<file path="config.mk">
export PLATFORM = sky130hd
export DESIGN_NAME = sar_adc_conversion_control
export DESIGN_NICKNAME = d
export VERILOG_FILES = /design/src/rtl/sar_adc_pkg.sv /design/src/rtl/sar_adc_conversion_control.sv /design/src/rtl/chan_select_latch.sv /design/src/rtl/result_output_port.sv
export SDC_FILE = /design/constraint.sdc
export NUM_CORES = 1
export LEC_CHECK = 0
export BUFFER_PORTS_ARGS = -buffer_cell sky130_fd_sc_hd__buf_2
export CORE_MARGIN = 2
export CORE_UTILIZATION = 48
export DETAILED_ROUTE_END_ITERATION = 6
export PLACE_DENSITY = 0.74
export SLEW_MARGIN = 40
export SYNTH_ARGS = -nofsm -noshare
export SYNTH_HDL_FRONTEND = slang
export SYNTH_HIERARCHICAL = 1
export SYNTH_SLANG_ARGS = --single-unit
</file>
<file path="constraint.sdc">
create_clock -name mclk_in -period 1.37 [get_ports mclk_in]
set_input_delay 0.137 -clock mclk_in [delete_from_list [all_inputs] [get_ports mclk_in]]
set_output_delay 0.137 -clock mclk_in [all_outputs]
set_load 0.03 [all_outputs]
</file>
<file path="src/rtl/sar_adc_pkg.sv">
/*
  Shared constants, state codes and carrier structs for the 8-bit
  successive-approximation converter control.
  Assumes a single clock domain and synchronous active-high reset.
*/
package sar_adc_pkg;

  // code and channel geometry
  localparam int          CODE_W          = 8;
  localparam int          CHAN_W          = 3;
  localparam int          NUM_CHAN        = 8;

  // conversion timing in clocks
  localparam int          CLKS_PER_BIT    = 8;
  localparam int          CONV_CLKS       = CODE_W * CLKS_PER_BIT;
  localparam int          EOC_DELAY_CLKS  = 1;
  localparam int          LATCH_CLKS      = 1;

  // field positions and derived counts
  localparam logic [2:0]  MSB_IDX         = 3'(CODE_W - 1);
  localparam logic [2:0]  LAST_BIT_CNT    = 3'(CLKS_PER_BIT - 1);
  localparam logic [2:0]  DELAY_LAST_CNT  = 3'(EOC_DELAY_CLKS - 1);
  localparam logic [6:0]  CONV_LAST_CNT   = 7'(CONV_CLKS - 1);

  // reset and load values
  localparam logic [7:0]  TRIAL_LOAD      = 8'h80;
  localparam logic [7:0]  CODE_RESET      = 8'h00;
  localparam logic [2:0]  CHAN_RESET      = 3'h0;
  localparam logic [2:0]  CNT_RESET       = 3'h0;

  // gray codes along idle, armed, compare, delay, latch
  typedef enum logic [2:0] {
    ST_IDLE    = 3'b000,
    ST_ARMED   = 3'b001,
    ST_COMPARE = 3'b011,
    ST_DELAY   = 3'b010,
    ST_LATCH   = 3'b110
  } conv_state_t;

  typedef struct packed {
    logic              strobe;
    logic [CHAN_W-1:0] addr;
  } chan_req_t;

  typedef struct packed {
    logic [CODE_W-1:0] code;
    logic              oe;
  } result_pins_t;

endpackage

</file>
<file path="src/rtl/sar_adc_conversion_control.sv">
/*
  Successive-approximation conversion control: trial-code sequencing,
  end-of-conversion flag, result latch and channel latch.
  Assumes all inputs are synchronous to mclk_in, one mclk period per
  converter clock, and an external comparator that reports whether the
  selected input lies below the reference built from trial_code_out.
*/
`timescale 1ns/100ps
module sar_adc_conversion_control
  import sar_adc_pkg::*;
(
  input  wire logic                mclk_in,
  input  wire logic                srst_in,
  input  wire logic                start_in,
  input  wire logic                cmp_below_in,
  input  wire logic                oe_in,
  input  wire chan_req_t           chan_req_in,
  output logic [CODE_W-1:0]        trial_code_out,
  output logic                     eoc_out,
  output logic [NUM_CHAN-1:0]      chan_sel_out,
  output result_pins_t             result_out
);

  conv_state_t       state_reg;
  conv_state_t       state_next;
  logic [CODE_W-1:0] trial_reg;
  logic [CODE_W-1:0] trial_next;
  logic [2:0]        bit_idx_reg;
  logic [2:0]        bit_idx_next;
  logic [2:0]        clk_cnt_reg;
  logic [2:0]        clk_cnt_next;
  logic              eoc_reg;
  logic              eoc_next;
  logic              start_prev_reg;
  logic              start_next;
  logic              start_rise;
  logic              start_fall;
  logic              capture;
  logic              busy;

  assign start_rise = start_in & ~start_prev_reg;
  assign start_fall = ~start_in & start_prev_reg;
  assign busy       = (state_reg == ST_COMPARE) ||
                      (state_reg == ST_DELAY)   ||
                      (state_reg == ST_LATCH);

  // start edge tracking
  always_comb begin
    start_next = start_in;
  end

  always_ff @(posedge mclk_in) begin
    if (srst_in) begin
      start_prev_reg <= 1'b0;
    end else begin
      start_prev_reg <= start_next;
    end
  end

  // conversion sequencer
  always_comb begin
    state_next   = state_reg;
    trial_next   = trial_reg;
    bit_idx_next = bit_idx_reg;
    clk_cnt_next = clk_cnt_reg;
    eoc_next     = eoc_reg;
    capture      = 1'b0;
    if (start_rise) begin
      state_next   = ST_ARMED;
      trial_next   = TRIAL_LOAD;
      bit_idx_next = MSB_IDX;
      clk_cnt_next = CNT_RESET;
      eoc_next     = 1'b0;
    end else begin
      unique case (state_reg)
        ST_IDLE: begin
          state_next = ST_IDLE;
        end
        ST_ARMED: begin
          if (start_fall) begin
            state_next   = ST_COMPARE;
            clk_cnt_next = CNT_RESET;
          end
        end
        ST_COMPARE: begin
          clk_cnt_next = clk_cnt_reg + 3'h1;
          if (clk_cnt_reg == LAST_BIT_CNT) begin
            if (cmp_below_in) begin
              trial_next[bit_idx_reg] = 1'b0;
            end
            if (bit_idx_reg == 3'h0) begin
              state_next   = ST_DELAY;
              clk_cnt_next = CNT_RESET;
            end else begin
              trial_next[bit_idx_reg - 3'h1] = 1'b1;
              bit_idx_next = bit_idx_reg - 3'h1;
            end
          end
        end
        ST_DELAY: begin
          clk_cnt_next = clk_cnt_reg + 3'h1;
          if (clk_cnt_reg == DELAY_LAST_CNT) begin
            state_next = ST_LATCH;
          end
        end
        ST_LATCH: begin
          // flag rise may itself be the next start
          capture    = 1'b1;
          eoc_next   = 1'b1;
          state_next = ST_IDLE;
        end
        default: begin
          state_next = ST_IDLE;
        end
      endcase
    end
  end

  always_ff @(posedge mclk_in) begin
    if (srst_in) begin
      state_reg   <= ST_IDLE;
      trial_reg   <= CODE_RESET;
      bit_idx_reg <= MSB_IDX;
      clk_cnt_reg <= CNT_RESET;
      eoc_reg     <= 1'b0;
    end else begin
      state_reg   <= state_next;
      trial_reg   <= trial_next;
      bit_idx_reg <= bit_idx_next;
      clk_cnt_reg <= clk_cnt_next;
      eoc_reg     <= eoc_next;
    end
  end

  assign trial_code_out = trial_reg;
  assign eoc_out        = eoc_reg;

  result_output_port u_result (
    .mclk_in    (mclk_in),
    .srst_in    (srst_in),
    .capture_in (capture),
    .code_in    (trial_reg),
    .oe_in      (oe_in),
    .pins_out   (result_out)
  );

  chan_select_latch u_chan (
    .mclk_in      (mclk_in),
    .srst_in      (srst_in),
    .chan_req_in  (chan_req_in),
    .chan_sel_out (chan_sel_out)
  );

  // helper: clocks spent comparing, and clocks since the start fall
  // since_fall saturates so an idle device never wraps into a false match
  logic [6:0] conv_len_reg;
  logic [6:0] conv_len_next;
  logic [6:0] since_fall_reg;
  logic [6:0] since_fall_next;

  always_comb begin
    conv_len_next   = 7'h00;
    since_fall_next = since_fall_reg;
    if (state_reg == ST_COMPARE) begin
      conv_len_next = conv_len_reg + 7'h01;
    end
    if (start_rise) begin
      since_fall_next = 7'h00;
    end else if (state_reg == ST_ARMED && start_fall) begin
      since_fall_next = 7'h01;
    end else if (since_fall_reg != 7'h00 && since_fall_reg != 7'h7F) begin
      since_fall_next = since_fall_reg + 7'h01;
    end
  end

  always_ff @(posedge mclk_in) begin
    if (srst_in) begin
      conv_len_reg   <= 7'h00;
      since_fall_reg <= 7'h00;
    end else begin
      conv_len_reg   <= conv_len_next;
      since_fall_reg <= since_fall_next;
    end
  end
endmodule

</file>
<file path="src/rtl/chan_select_latch.sv">
/*
  Channel address latch and one-hot analog input selector.
  Assumes strobe and address are synchronous to mclk_in.
*/
`timescale 1ns/100ps
module chan_select_latch
  import sar_adc_pkg::*;
(
  input  wire logic                mclk_in,
  input  wire logic                srst_in,
  input  wire chan_req_t           chan_req_in,
  output logic [NUM_CHAN-1:0]      chan_sel_out
);

  logic                strobe_prev_reg;
  logic [CHAN_W-1:0]   chan_reg;
  logic [CHAN_W-1:0]   chan_next;
  logic [NUM_CHAN-1:0] sel_reg;
  logic [NUM_CHAN-1:0] sel_next;
  logic                strobe_rise;

  assign strobe_rise = chan_req_in.strobe & ~strobe_prev_reg;

  always_comb begin
    chan_next = chan_reg;
    if (strobe_rise) begin
      chan_next = chan_req_in.addr;
    end
  end

  for (genvar i = 0; i < NUM_CHAN; i++) begin : g_sel
    assign sel_next[i] = (chan_next == CHAN_W'(i));
  end

  always_ff @(posedge mclk_in) begin
    if (srst_in) begin
      strobe_prev_reg <= 1'b0;
      chan_reg        <= CHAN_RESET;
      sel_reg         <= NUM_CHAN'(1);
    end else begin
      strobe_prev_reg <= chan_req_in.strobe;
      chan_reg        <= chan_next;
      sel_reg         <= sel_next;
    end
  end

  assign chan_sel_out = sel_reg;
endmodule

</file>
<file path="src/rtl/result_output_port.sv">
/*
  Result latch and output-enable stage for the converted code.
  Assumes capture is a one-cycle pulse from the conversion control.
*/
`timescale 1ns/100ps
module result_output_port
  import sar_adc_pkg::*;
(
  input  wire logic                mclk_in,
  input  wire logic                srst_in,
  input  wire logic                capture_in,
  input  wire logic [CODE_W-1:0]   code_in,
  input  wire logic                oe_in,
  output result_pins_t             pins_out
);

  logic [CODE_W-1:0] code_reg;
  logic [CODE_W-1:0] code_next;
  logic              oe_reg;
  logic              oe_next;

  always_comb begin
    code_next = code_reg;
    if (capture_in) begin
      code_next = code_in;
    end
    oe_next = oe_in;
  end

  always_ff @(posedge mclk_in) begin
    if (srst_in) begin
      code_reg <= CODE_RESET;
      oe_reg   <= 1'b0;
    end else begin
      code_reg <= code_next;
      oe_reg   <= oe_next;
    end
  end

  // bit 7 is the one-half pin
  assign pins_out = '{code: code_reg, oe: oe_reg};
endmodule

</file>
==> run_results.csv, run 1 <==
group,metric,value,unit
status,status,"finished clean",
synth,ys_seq_area_frac,0.4588,
place,placed_cell_area,0.002038,mm^2
pwr,pwr-share-seq,0.606,
route,drtPass1Iterations,4,
run,cap_violations,0,
clocking,clock_sinks,40,
synth,syn_inst,181,
clocking,clk_latency,360,ps
critical_path,reg2regPathDepth,6,
pwr,clockPowerShare,0.302,
sta,post-route-min-period,1360,ps
layout,final_area,0.002247,mm^2
floorplanning,die_area,0.004134,mm^2
sta,fin_setup_tns,0,ps
pwr,pwr-share-comb,0.092,
synth,synth_enable_flop_cells,0,
synth,syn-num-nets,197,
synth,synth_top_area_share,0.4588,
sta,hold_violations,0,
clocking,cts-root-buf,"clkbuf_4",
place,dpl.hpwl,2531,um
critical_path,reg2reg_from,"clk_cnt_reg[0]$_SDFFE_PP0P_",
worst_hold_path,hold_end,"start_prev_reg$_SDFF_PP0_",
route,drc,0,
critical_path,crit_type,"flop to flop",
sta,rsz0062_at_grt,"true",
route,drt-initial-drc-count,72,
sta,hold_ws,41.61,ps
worst_hold_path,min_from,"start_in",
synth,synth_async_sr_flop_share,0,
sta,slew_headroom,0.8117,
floorplanning,die_y,64.30,um
pwr,power.leakage,0.9900,nW
global_route,antenna_found_initial,0,
critical_path,critical_path.max_fanout,5,
layout,finalNetCount,248,
sta,setup_viol,0,
global_route,grt_first_pass_wirelength,5989,um
pwr,power.net_switching,528.5,uW
critical_path,critical-path-slowest-cell,"dfxtp_2",
worst_hold_path,min_path_type,"input pin to flop",
layout,area_growth,28.75,%
route,via_per_inst,5.158,
floorplanning,num_rows,21,
critical_path,crit_buf_inv,0,
global_route,grt_pass1_vias,1310,
synth,yosys-top-cells-count,"dfxtp_1 (40), nor2_1 (24), mux2i_1 (13), nand2_1 (13), inv_1 (11)",
critical_path,endpoint_kind,"flop",
floorplanning,start_util,0.5110,
synth,yosys.area.top_type,"dfxtp_1",
synth,ys_top_cells_by_area,"dfxtp_1 (46%), mux2i_1 (7.5%), nor2_1 (5.2%), ha_1 (5.0%), nand2_1 (2.8%)",
route,wl_per_cell,12.89,um
critical_path,critPathRequiredTime,1670,ps
clocking,htreeDepth,2,
critical_path,crit_arrival,1660,ps
pwr,powerDensity,884.8,mW/mm^2
critical_path,reg2reg_slack,10,ps
critical_path,crit_top_cell,"ha_4",
clocking,cts_tree,"done",
floorplanning,coreArea,0.003416,mm^2
synth,yosysMostFrequentCell,"dfxtp_1",
global_route,grt_remaining_overflow,0,
critical_path,timing.rr.end,"trial_code_out[4]$_SDFFE_PP0P_",
sta,fmaxAchievable,735.5,MHz
synth,synthFlopType,"dfxtp_1",
critical_path,startpoint_type,"flop",
synth,netlist_area,0.001745,mm^2
layout,fin_cells,279,
synth,ys_types,41,
floorplanning,dieWidth,64.30,um
sta,worst_slew_pin_slew,274.6,ps
layout,drive_above_1_share,0.4120,
clocking,cts_buffer_depth,2,
pwr,p_int,1.460,mW
critical_path,path_delay_family,"simple AND/OR/NAND/NOR gates",
place,post-place-cells,267,
critical_path,crit_chain,"ha_4, ha_4, nand4b_4, nor3_4, nand3_1, a21oi_1",
sta,final_max_slew_viol_count,0,
place,portBuffers,34,
global_route,grt_max_degree,19,
global_route,grtUsageTotal,0.1866,
synth,synth_warnings,6,
pwr,max-vdd-ir-drop,0.5315,mV
layout,diodes,0,
route,wirelength,3596,um
route,route.antenna.remaining_nets,0,
place,place.gp.congestion,0.8574,
clocking,clk_pin_slew,130,ps
critical_path,slowest_delay,370,ps
route,vias,1439,
sta,finClkSkew,9.564,ps
pwr,switching_share,0.2658,
synth,syn_area_per_cell,9.643,um^2
synth,synth-seq-cells,40,
worst_hold_path,hold_depth,3,
floorplanning,io_pins,35,
sta,timing.final.crit_share,0.9924,
clocking,cts_buffers,5,
-- cells in the final DEF, fill, tap and decap left out, types with 3 or more instances in the layout --
cell / instances
o21ai_1: 5
nand2_1: 12
ha_1: 3
clkbuf_4: 5
mux2i_1: 13
a21oi_1: 3
o21ai_0: 3
ha_4: 3
nand3_1: 9
nor2b_1: 3
a31oi_1: 5
buf_4: 14
inv_1: 9
dfxtp_2: 5
buf_2: 34
dfxtp_1: 35
nor2_1: 23
nor3_1: 4
-- worst reg2reg max path, delay by kind of cell (launching register included) --
kind,cells,cell delay (ps)
and+or+nand+nor,3,530
DFF,1,370
adders and majority gates,2,280
AOI/OAI and AO/OA,1,120
-- how the worst max path moves through the flow --
stage / cells past startpoint / endpoint / start / slack [ps]
floorplan: 6 / trial_code_out[7]$_SDFFE_PP0P_ / bit_idx_reg[0]$_SDFFE_PP1P_ / -7
global placement: 6 / trial_code_out[7]$_SDFFE_PP0P_ / clk_cnt_reg[0]$_SDFFE_PP0P_ / -70
CTS: 6 / trial_code_out[4]$_SDFFE_PP0P_ / clk_cnt_reg[0]$_SDFFE_PP0P_ / 2
global route: 6 / trial_code_out[1]$_SDFFE_PP0P_ / clk_cnt_reg[0]$_SDFFE_PP0P_ / -90
finish: 6 / trial_code_out[4]$_SDFFE_PP0P_ / clk_cnt_reg[0]$_SDFFE_PP0P_ / 10
detailed placement: 6 / trial_code_out[7]$_SDFFE_PP0P_ / clk_cnt_reg[1]$_SDFFE_PP0P_ / -110
-- layer usage --
metal | share of wire | global-route usage
met1 | 0.46 | 0.2386
met2 | 0.47 | 0.2982
met3 | 0.044 | 0.05282
met4 | 0.018 | 0.07181
met5 | 0 | 0
-- repair_timing --
action / 4_1_cts / 5_1_grt
resized for setup: 15 / 20
hold buffers: 1 / 0
gates cloned: 0 / 0
buffers inserted: 2 / 1
setup endpoints to repair: 24 / 20
hold endpoints to repair: 1 / 0
pin swaps: 4 / 9
-- power by group through the flow --
stage	logic (mW)	registers (mW)	clock network (mW)
global route	0.201	1.21	0.664
floorplan	0.0944	1.25	0
global placement	0.168	1.23	0
CTS	0.178	1.20	0.608
finish	0.183	1.21	0.600
detailed placement	0.171	1.23	0
-- layout make-up --
class / count / area [um^2]
Multi-Input combinational cell: 123 / 968.4
Clock buffer: 5 / 37.54
Clock inverter: 3 / 18.77
Tap cell: 46 / 57.56
Sequential cell: 40 / 807.0
Timing Repair Buffer: 51 / 316.6
Inverter: 11 / 41.29
Fill cell: 293 / 1169
-- metrics by stage --
step	setup slack (ps)	utilization	total power, mW
3_3_place_gp	-69.22	0.5967	1.399
6_report	10.46	0.6579	1.988
5_1_grt	-88.13	0.6579	2.075
2_1_floorplan	-7.331	-	1.346
4_1_cts	2.093	0.6355	1.992
3_5_place_dp	-107.2	0.5967	1.402
-- cells by family after synthesis --
family / synth area share
xor gates and xnor gates: 0.01004
adders and majority gates: 0.05018
AOI/OAI and AO/OA: 0.08961
DFF: 0.4588
muxes: 0.09605
and+or+nand+nor: 0.2437
buffers and inverters: 0.05161
Power figures use the tool's default switching activity.
==> run 2: changes to the inputs <==
--- a/config.mk
+++ b/config.mk
@@ -9,6 +9,7 @@
 export CORE_MARGIN = 2
 export CORE_UTILIZATION = 48
 export DETAILED_ROUTE_END_ITERATION = 6
+export HOLD_SLACK_MARGIN = 0.05
 export PLACE_DENSITY = 0.74
 export SLEW_MARGIN = 40
 export SYNTH_ARGS = -nofsm -noshare
==> run 2 against run 1 <==
Net effect:
- cell count is 1.1% higher
- first-iteration DRC count is 13% lower
- setup slack better by 7.9 ps
- wire length is 1.8% lower
- sequential share of layout area is 0.38 points lower
- core utilization is 0.70 points higher
- die area stayed put
- worst hold slack better by 20 ps
- flip-flop and latch count stayed put
- critical path type unchanged
- critical endpoint is now trial_code_out[7]$_SDFFE_PP0P_
==> run_results.csv, run 2 (synthesis results as in run 1) <==
group,metric,value,unit
global_route,grt_remaining_overflow,0,
floorplanning,die_y,64.30,um
sta,rsz0062_at_grt,"true",
place,dpl.hpwl,2531,um
floorplanning,coreArea,0.003416,mm^2
global_route,use_met2,0.3008,
critical_path,critical_path.max_fanout,5,
pwr,power,1.993,mW
clocking,cts_buffers,5,
global_route,grt_first_pass_wirelength,6044,um
place,place.gp.congestion,0.8574,
route,drtPass1Iterations,4,
clocking,clk_pin_slew,120,ps
global_route,grt_pass1_vias,1324,
pwr,max-vdd-ir-drop,0.5304,mV
global_route,grt_busiest_layer,"met2",
clocking,htreeDepth,2,
global_route,antenna_found_initial,0,
pwr,power.leakage,1.004,nW
critical_path,endpoint_kind,"flop",
floorplanning,num_rows,21,
layout,drive_above_1_share,0.4025,
place,portBuffers,34,
sta,setup_viol,0,
pwr,powerDensity,877.8,mW/mm^2
route,wl_per_cell,12.52,um
route,drt-initial-drc-count,63,
critical_path,critPathRequiredTime,1620,ps
layout,diodes,0,
clocking,clk_latency,360,ps
layout,final_cell_mix,"dfxtp_1 (35), buf_2 (34), nor2_1 (24), buf_4 (15), mux2i_1 (13)",
clocking,cts_buffer_depth,2,
global_route,met3_usage,0.05282,
route,drc,0,
sta,final_max_slew_viol_count,0,
sta,timing.final.crit_share,0.9866,
layout,fill_cells,289,
route,route.antenna.remaining_nets,0,
run,cap_violations,0,
route,wirelength,3531,um
worst_hold_path,min_path_type,"input pin to flop",
clocking,clock_sinks,40,
critical_path,startpoint_type,"flop",
global_route,met1_usage,0.2414,
layout,final_common_cell,"dfxtp_1",
route,via_per_inst,5.103,
sta,hold_ws,62.00,ps
layout,area_growth,30.11,%
sta,post-route-min-period,1352,ps
critical_path,crit_type,"flop to flop",
sta,fmaxAchievable,739.8,MHz
floorplanning,dieWidth,64.30,um
sta,slew_headroom,0.8160,
sta,hold_violations,0,
global_route,grt_max_degree,19,
route,vias,1439,
floorplanning,start_util,0.5110,
sta,worst_slew_pin_slew,268.3,ps
critical_path,crit_arrival,1600,ps
status,status,"finished clean",
sta,finClkSkew,13.79,ps
clocking,cts-root-buf,"clkbuf_4",
floorplanning,die_area,0.004134,mm^2
floorplanning,io_pins,35,
global_route,grtUsageTotal,0.1882,
clocking,cts_tree,"done",
layout,finalNetCount,251,
-- run 2: per-layer routing --
metal | share of wire | routed length, um
met5 | 0 | 0
met1 | 0.46 | 1616
met4 | 0.018 | 65
met2 | 0.48 | 1679
met3 | 0.048 | 169
-- run 2: power breakdown --
part | total (mW) | switching (mW) | leakage (nW) | internal [mW]
Sequential | 1.21 | 0.0181 | 0.325 | 1.19
Clock | 0.600 | 0.402 | 0.0349 | 0.197
Combinational | 0.189 | 0.108 | 0.644 | 0.0806
Total | 1.99 | 0.529 | 1.00 | 1.46
-- run 2: worst max-delay path, stage by stage, from the launching register on --
cell and delay [ps]:
dfxtp_2 370, ha_4 140, ha_4 140, and2_4 190, nand3_1 100, o21ai_0 190
a31oi_1 100
-- run 2: cell type report --
cell class | count | area (um^2) | share of cell area
clock buffers | 5 | 37.54 | 0.01653
clock inverters | 3 | 18.77 | 0.008264
inverters | 11 | 41.29 | 0.01818
multi-input cells | 123 | 965.9 | 0.4253
flip-flops and latches | 40 | 807.0 | 0.3554
well taps | 46 | 57.56 | 0.02534
repair buffers | 54 | 342.8 | 0.1510
-- run 2: path summary, 6_finish.rpt --
path         cells past startpoint  slack [ps]                            from                             end
max                              6          20     clk_cnt_reg[0]$_SDFFE_PP0P_  trial_code_out[7]$_SDFFE_PP0P_
min                              2          60                         srst_in       state_reg[0]$_SDFFE_PP0P_
max reg2reg                      6          20     clk_cnt_reg[0]$_SDFFE_PP0P_  trial_code_out[7]$_SDFFE_PP0P_
min reg2reg                      2         470  trial_code_out[1]$_SDFFE_PP0P_  trial_code_out[1]$_SDFFE_PP0P_
-- run 2: stage by stage --
step	setup TNS, ps	instances	instance area (um^2)	util	setup slack [ps]
3_5_place_dp	-828.0	267	2038	0.5967	-107.2
2_1_floorplan	-7.331	181	1749	-	-7.331
6_report	0	282	2271	0.6648	18.31
5_1_grt	-488.3	282	2271	0.6648	-79.30
3_3_place_gp	-191.8	267	2038	0.5967	-69.22
4_1_cts	0	281	2201	0.6443	2.093
-- run 2: timing repair --
| action | in CTS | in global routing |
|---|---|---|
| hold buffers | 4 | 0 |
| pin swaps | 4 | 9 |
| gates resized for setup | 15 | 18 |
| hold endpoints to repair | 3 | 0 |
| endpoints found under the setup margin | 24 | 20 |
| setup buffers | 2 | 1 |
==> run 3: changes to the inputs <==
--- a/config.mk
+++ b/config.mk
@@ -6,10 +6,12 @@
 export NUM_CORES = 1
 export LEC_CHECK = 0
 export BUFFER_PORTS_ARGS = -buffer_cell sky130_fd_sc_hd__buf_2
+export CORE_ASPECT_RATIO = 2
 export CORE_MARGIN = 2
 export CORE_UTILIZATION = 48
+export CTS_CLUSTER_DIAMETER = 40
 export DETAILED_ROUTE_END_ITERATION = 6
-export HOLD_SLACK_MARGIN = 0.05
+export HOLD_SLACK_MARGIN = 0.08
 export PLACE_DENSITY = 0.74
 export SLEW_MARGIN = 40
 export SYNTH_ARGS = -nofsm -noshare
==> run 3 against run 2 <==
Net effect:
- the run now ends with setup timing left
- clock-buffer cell count unchanged
- first-iteration DRC count decreased by 11%
- combinational power increased by 8%
- worst hold slack improved by 65 ps
- via count increased by 7.0%
- clock skew decreased by 11 ps
- sequential share of layout area decreased by 1.9 points
- final area increased by 5.7%
- largest cell class unchanged
==> run_results.csv, run 3 (synthesis results as in run 1) <==
group,metric,value,unit
route,drc,0,
critical_path,critical-path-slowest-cell,"dfxtp_2",
clocking,clk_pin_slew,80,ps
global_route,grt_remaining_overflow,0,
global_route,grt_pass1_vias,1468,
pwr,pwr-share-seq,0.511,
floorplanning,num_rows,31,
sta,hold_violations,0,
layout,seq_area,808.3,um^2
sta,setup_viol,9,
critical_path,crit_end,"trial_code_out[5]$_SDFFE_PP0P_",
critical_path,slowest_delay,360,ps
place,place_ws,-162.2,ps
floorplanning,coreArea,0.003568,mm^2
clocking,cts_buffers,5,
layout,multi_input_area,0.001001,mm^2
route,via_per_inst,5.347,
sta,post-route-min-period,1470,ps
critical_path,reg2reg_from,"clk_cnt_reg[0]$_SDFFE_PP0P_",
critical_path,startpoint_type,"flop",
place,dpl.hpwl,3058,um
pwr,clockPowerShare,0.402,
layout,fill_cells,308,
critical_path,reg2regPathDepth,6,
critical_path,crit_arrival,1690,ps
clocking,clk_latency,290,ps
sta,fmaxAchievable,680.4,MHz
run,cap_violations,0,
status,status,"finished, violations left",
sta,slew_headroom,0.7811,
critical_path,path_delay_family,"simple AND/OR/NAND/NOR gates",
route,drtPass1Iterations,4,
critical_path,crit_start,"clk_cnt_reg[0]$_SDFFE_PP0P_",
sta,timing.final.ws_setup,-99.69,ps
critical_path,crit_buf_inv,0,
pwr,power.leakage,1.063,nW
floorplanning,start_util,0.4891,
clocking,cts_buffer_depth,2,
floorplanning,die_y,89.28,um
route,wirelength,4321,um
critical_path,crit_type,"flop to flop",
place,portBuffers,34,
clocking,cts-root-buf,"clkbuf_8",
layout,diodes,0,
pwr,max-vdd-ir-drop,0.9735,mV
critical_path,crit_chain,"ha_4, ha_4, nand4b_4, nor3_4, nand3_1, a21oi_1",
critical_path,cp_num_cells,6,
critical_path,endpoint_kind,"flop",
worst_hold_path,hold_depth,3,
clocking,clock_sinks,40,
critical_path,critPathRequiredTime,1590,ps
status,violations,"setup timing",
layout,finalNetCount,254,
sta,finClkSkew,3.016,ps
worst_hold_path,min_from,"start_in",
sta,rsz0062_at_grt,"true",
global_route,grt_first_pass_wirelength,6541,um
route,wl_per_cell,15.00,um
critical_path,timing.rr.end,"trial_code_out[5]$_SDFFE_PP0P_",
pwr,p_int,1.815,mW
critical_path,reg2reg_slack,-100,ps
pwr,power,2.363,mW
global_route,antenna_found_initial,0,
global_route,grtUsageTotal,0.2196,
layout,area_growth,37.49,%
place,place.gp.congestion,0.8877,
sta,final_max_slew_viol_count,0,
clocking,htreeDepth,2,
layout,final_cell_mix,"dfxtp_1 (34), buf_2 (34), nor2_1 (23), buf_4 (18), mux2i_1 (13)",
floorplanning,io_pins,35,
sta,worst_slew_pin_slew,326.8,ps
route,drt-initial-drc-count,56,
global_route,grt_max_degree,23,
route,route.antenna.remaining_nets,0,
critical_path,critical_path.max_fanout,4,
layout,drive_above_1_share,0.4351,
critical_path,crit_top_cell,"ha_4",
clocking,cts_tree,"done",
pwr,powerDensity,984.7,mW/mm^2
pwr,switching_share,0.2319,
floorplanning,die_area,0.004164,mm^2
floorplanning,dieWidth,46.64,um
pwr,pwr-share-comb,0.086,
sta,timing.final.crit_share,1.073,
worst_hold_path,min_path_type,"input pin to flop",
pwr,power.net_switching,548.0,uW
route,vias,1540,
run 3: cell count changes in the layout (fill, tap and decap cells not counted), sizes merged:
cell         change
dlygate4sd3      -2
buf              +5
clkinv           -2
bufinv           +1
clkinvlp         +1
run 3: area by class of cell:
cell class                      instances  share of cell area
Sequential cell                        40              0.3368
Tap cell                               49             0.02555
Clock inverter                          3             0.01773
Timing Repair Buffer                   57              0.1569
Clock buffer                            5             0.02868
Inverter                               11             0.01721
Multi-Input combinational cell        123              0.4171
run 3: what timing repair did:
action                     in CTS  in global routing
setup endpoints to repair      21                 25
resized for setup              15                 25
buffers inserted                2                  3
hold buffers                    2                  0
pin swaps                       9                 10
hold endpoints to repair        3                  0
run 3: power groups by stage:
stage                     Sequential, mW  Clock (mW)  Combinational (mW)
after floorplan                     1.25           0              0.0944
after global placement              1.23           0               0.180
after detailed placement            1.23           0               0.184
after CTS                           1.21       0.970               0.193
after global routing                1.21        1.03               0.221
final                               1.21       0.951               0.204
run 3: through the flow:
stage / hold slack, ps / setup TNS, ps / cells / util / cell area, um^2
4_1_cts: 98.39 / -28.26 / 285 / 0.6406 / 2286
3_3_place_gp: 353.3 / -276.7 / 273 / 0.5820 / 2077
2_1_floorplan: 203.7 / -7.331 / 181 / - / 1749
5_1_grt: 130.4 / -1154 / 288 / 0.6725 / 2400
3_5_place_dp: 356.6 / -1322 / 273 / 0.5820 / 2077
6_report: 127.4 / -427.8 / 288 / 0.6725 / 2400
run 3: how the worst min path moves through the flow:
stage	end	slack, ps
final	start_prev_reg$_SDFF_PP0_	130
after CTS	start_prev_reg$_SDFF_PP0_	100
after detailed placement	u_result/oe_reg$_SDFF_PP0_	360
after global routing	start_prev_reg$_SDFF_PP0_	130
after global placement	u_result/oe_reg$_SDFF_PP0_	350
after floorplan	start_prev_reg$_SDFF_PP0_	200
run 3: per-layer routing:
layer / vias to the layer above / global-route usage / part of all wire
li1: 738 / - / -
met1: 738 / 0.1980 / 0.33
met2: 50 / 0.4141 / 0.59
met3: 14 / 0.04646 / 0.037
met4: 0 / 0.1288 / 0.037
met5: - / 0 / 0
run 3: tightest hold or removal path, cell delays in order:
cell    delay (ps)
buf_2          120
inv_1           70
nor2_1          50
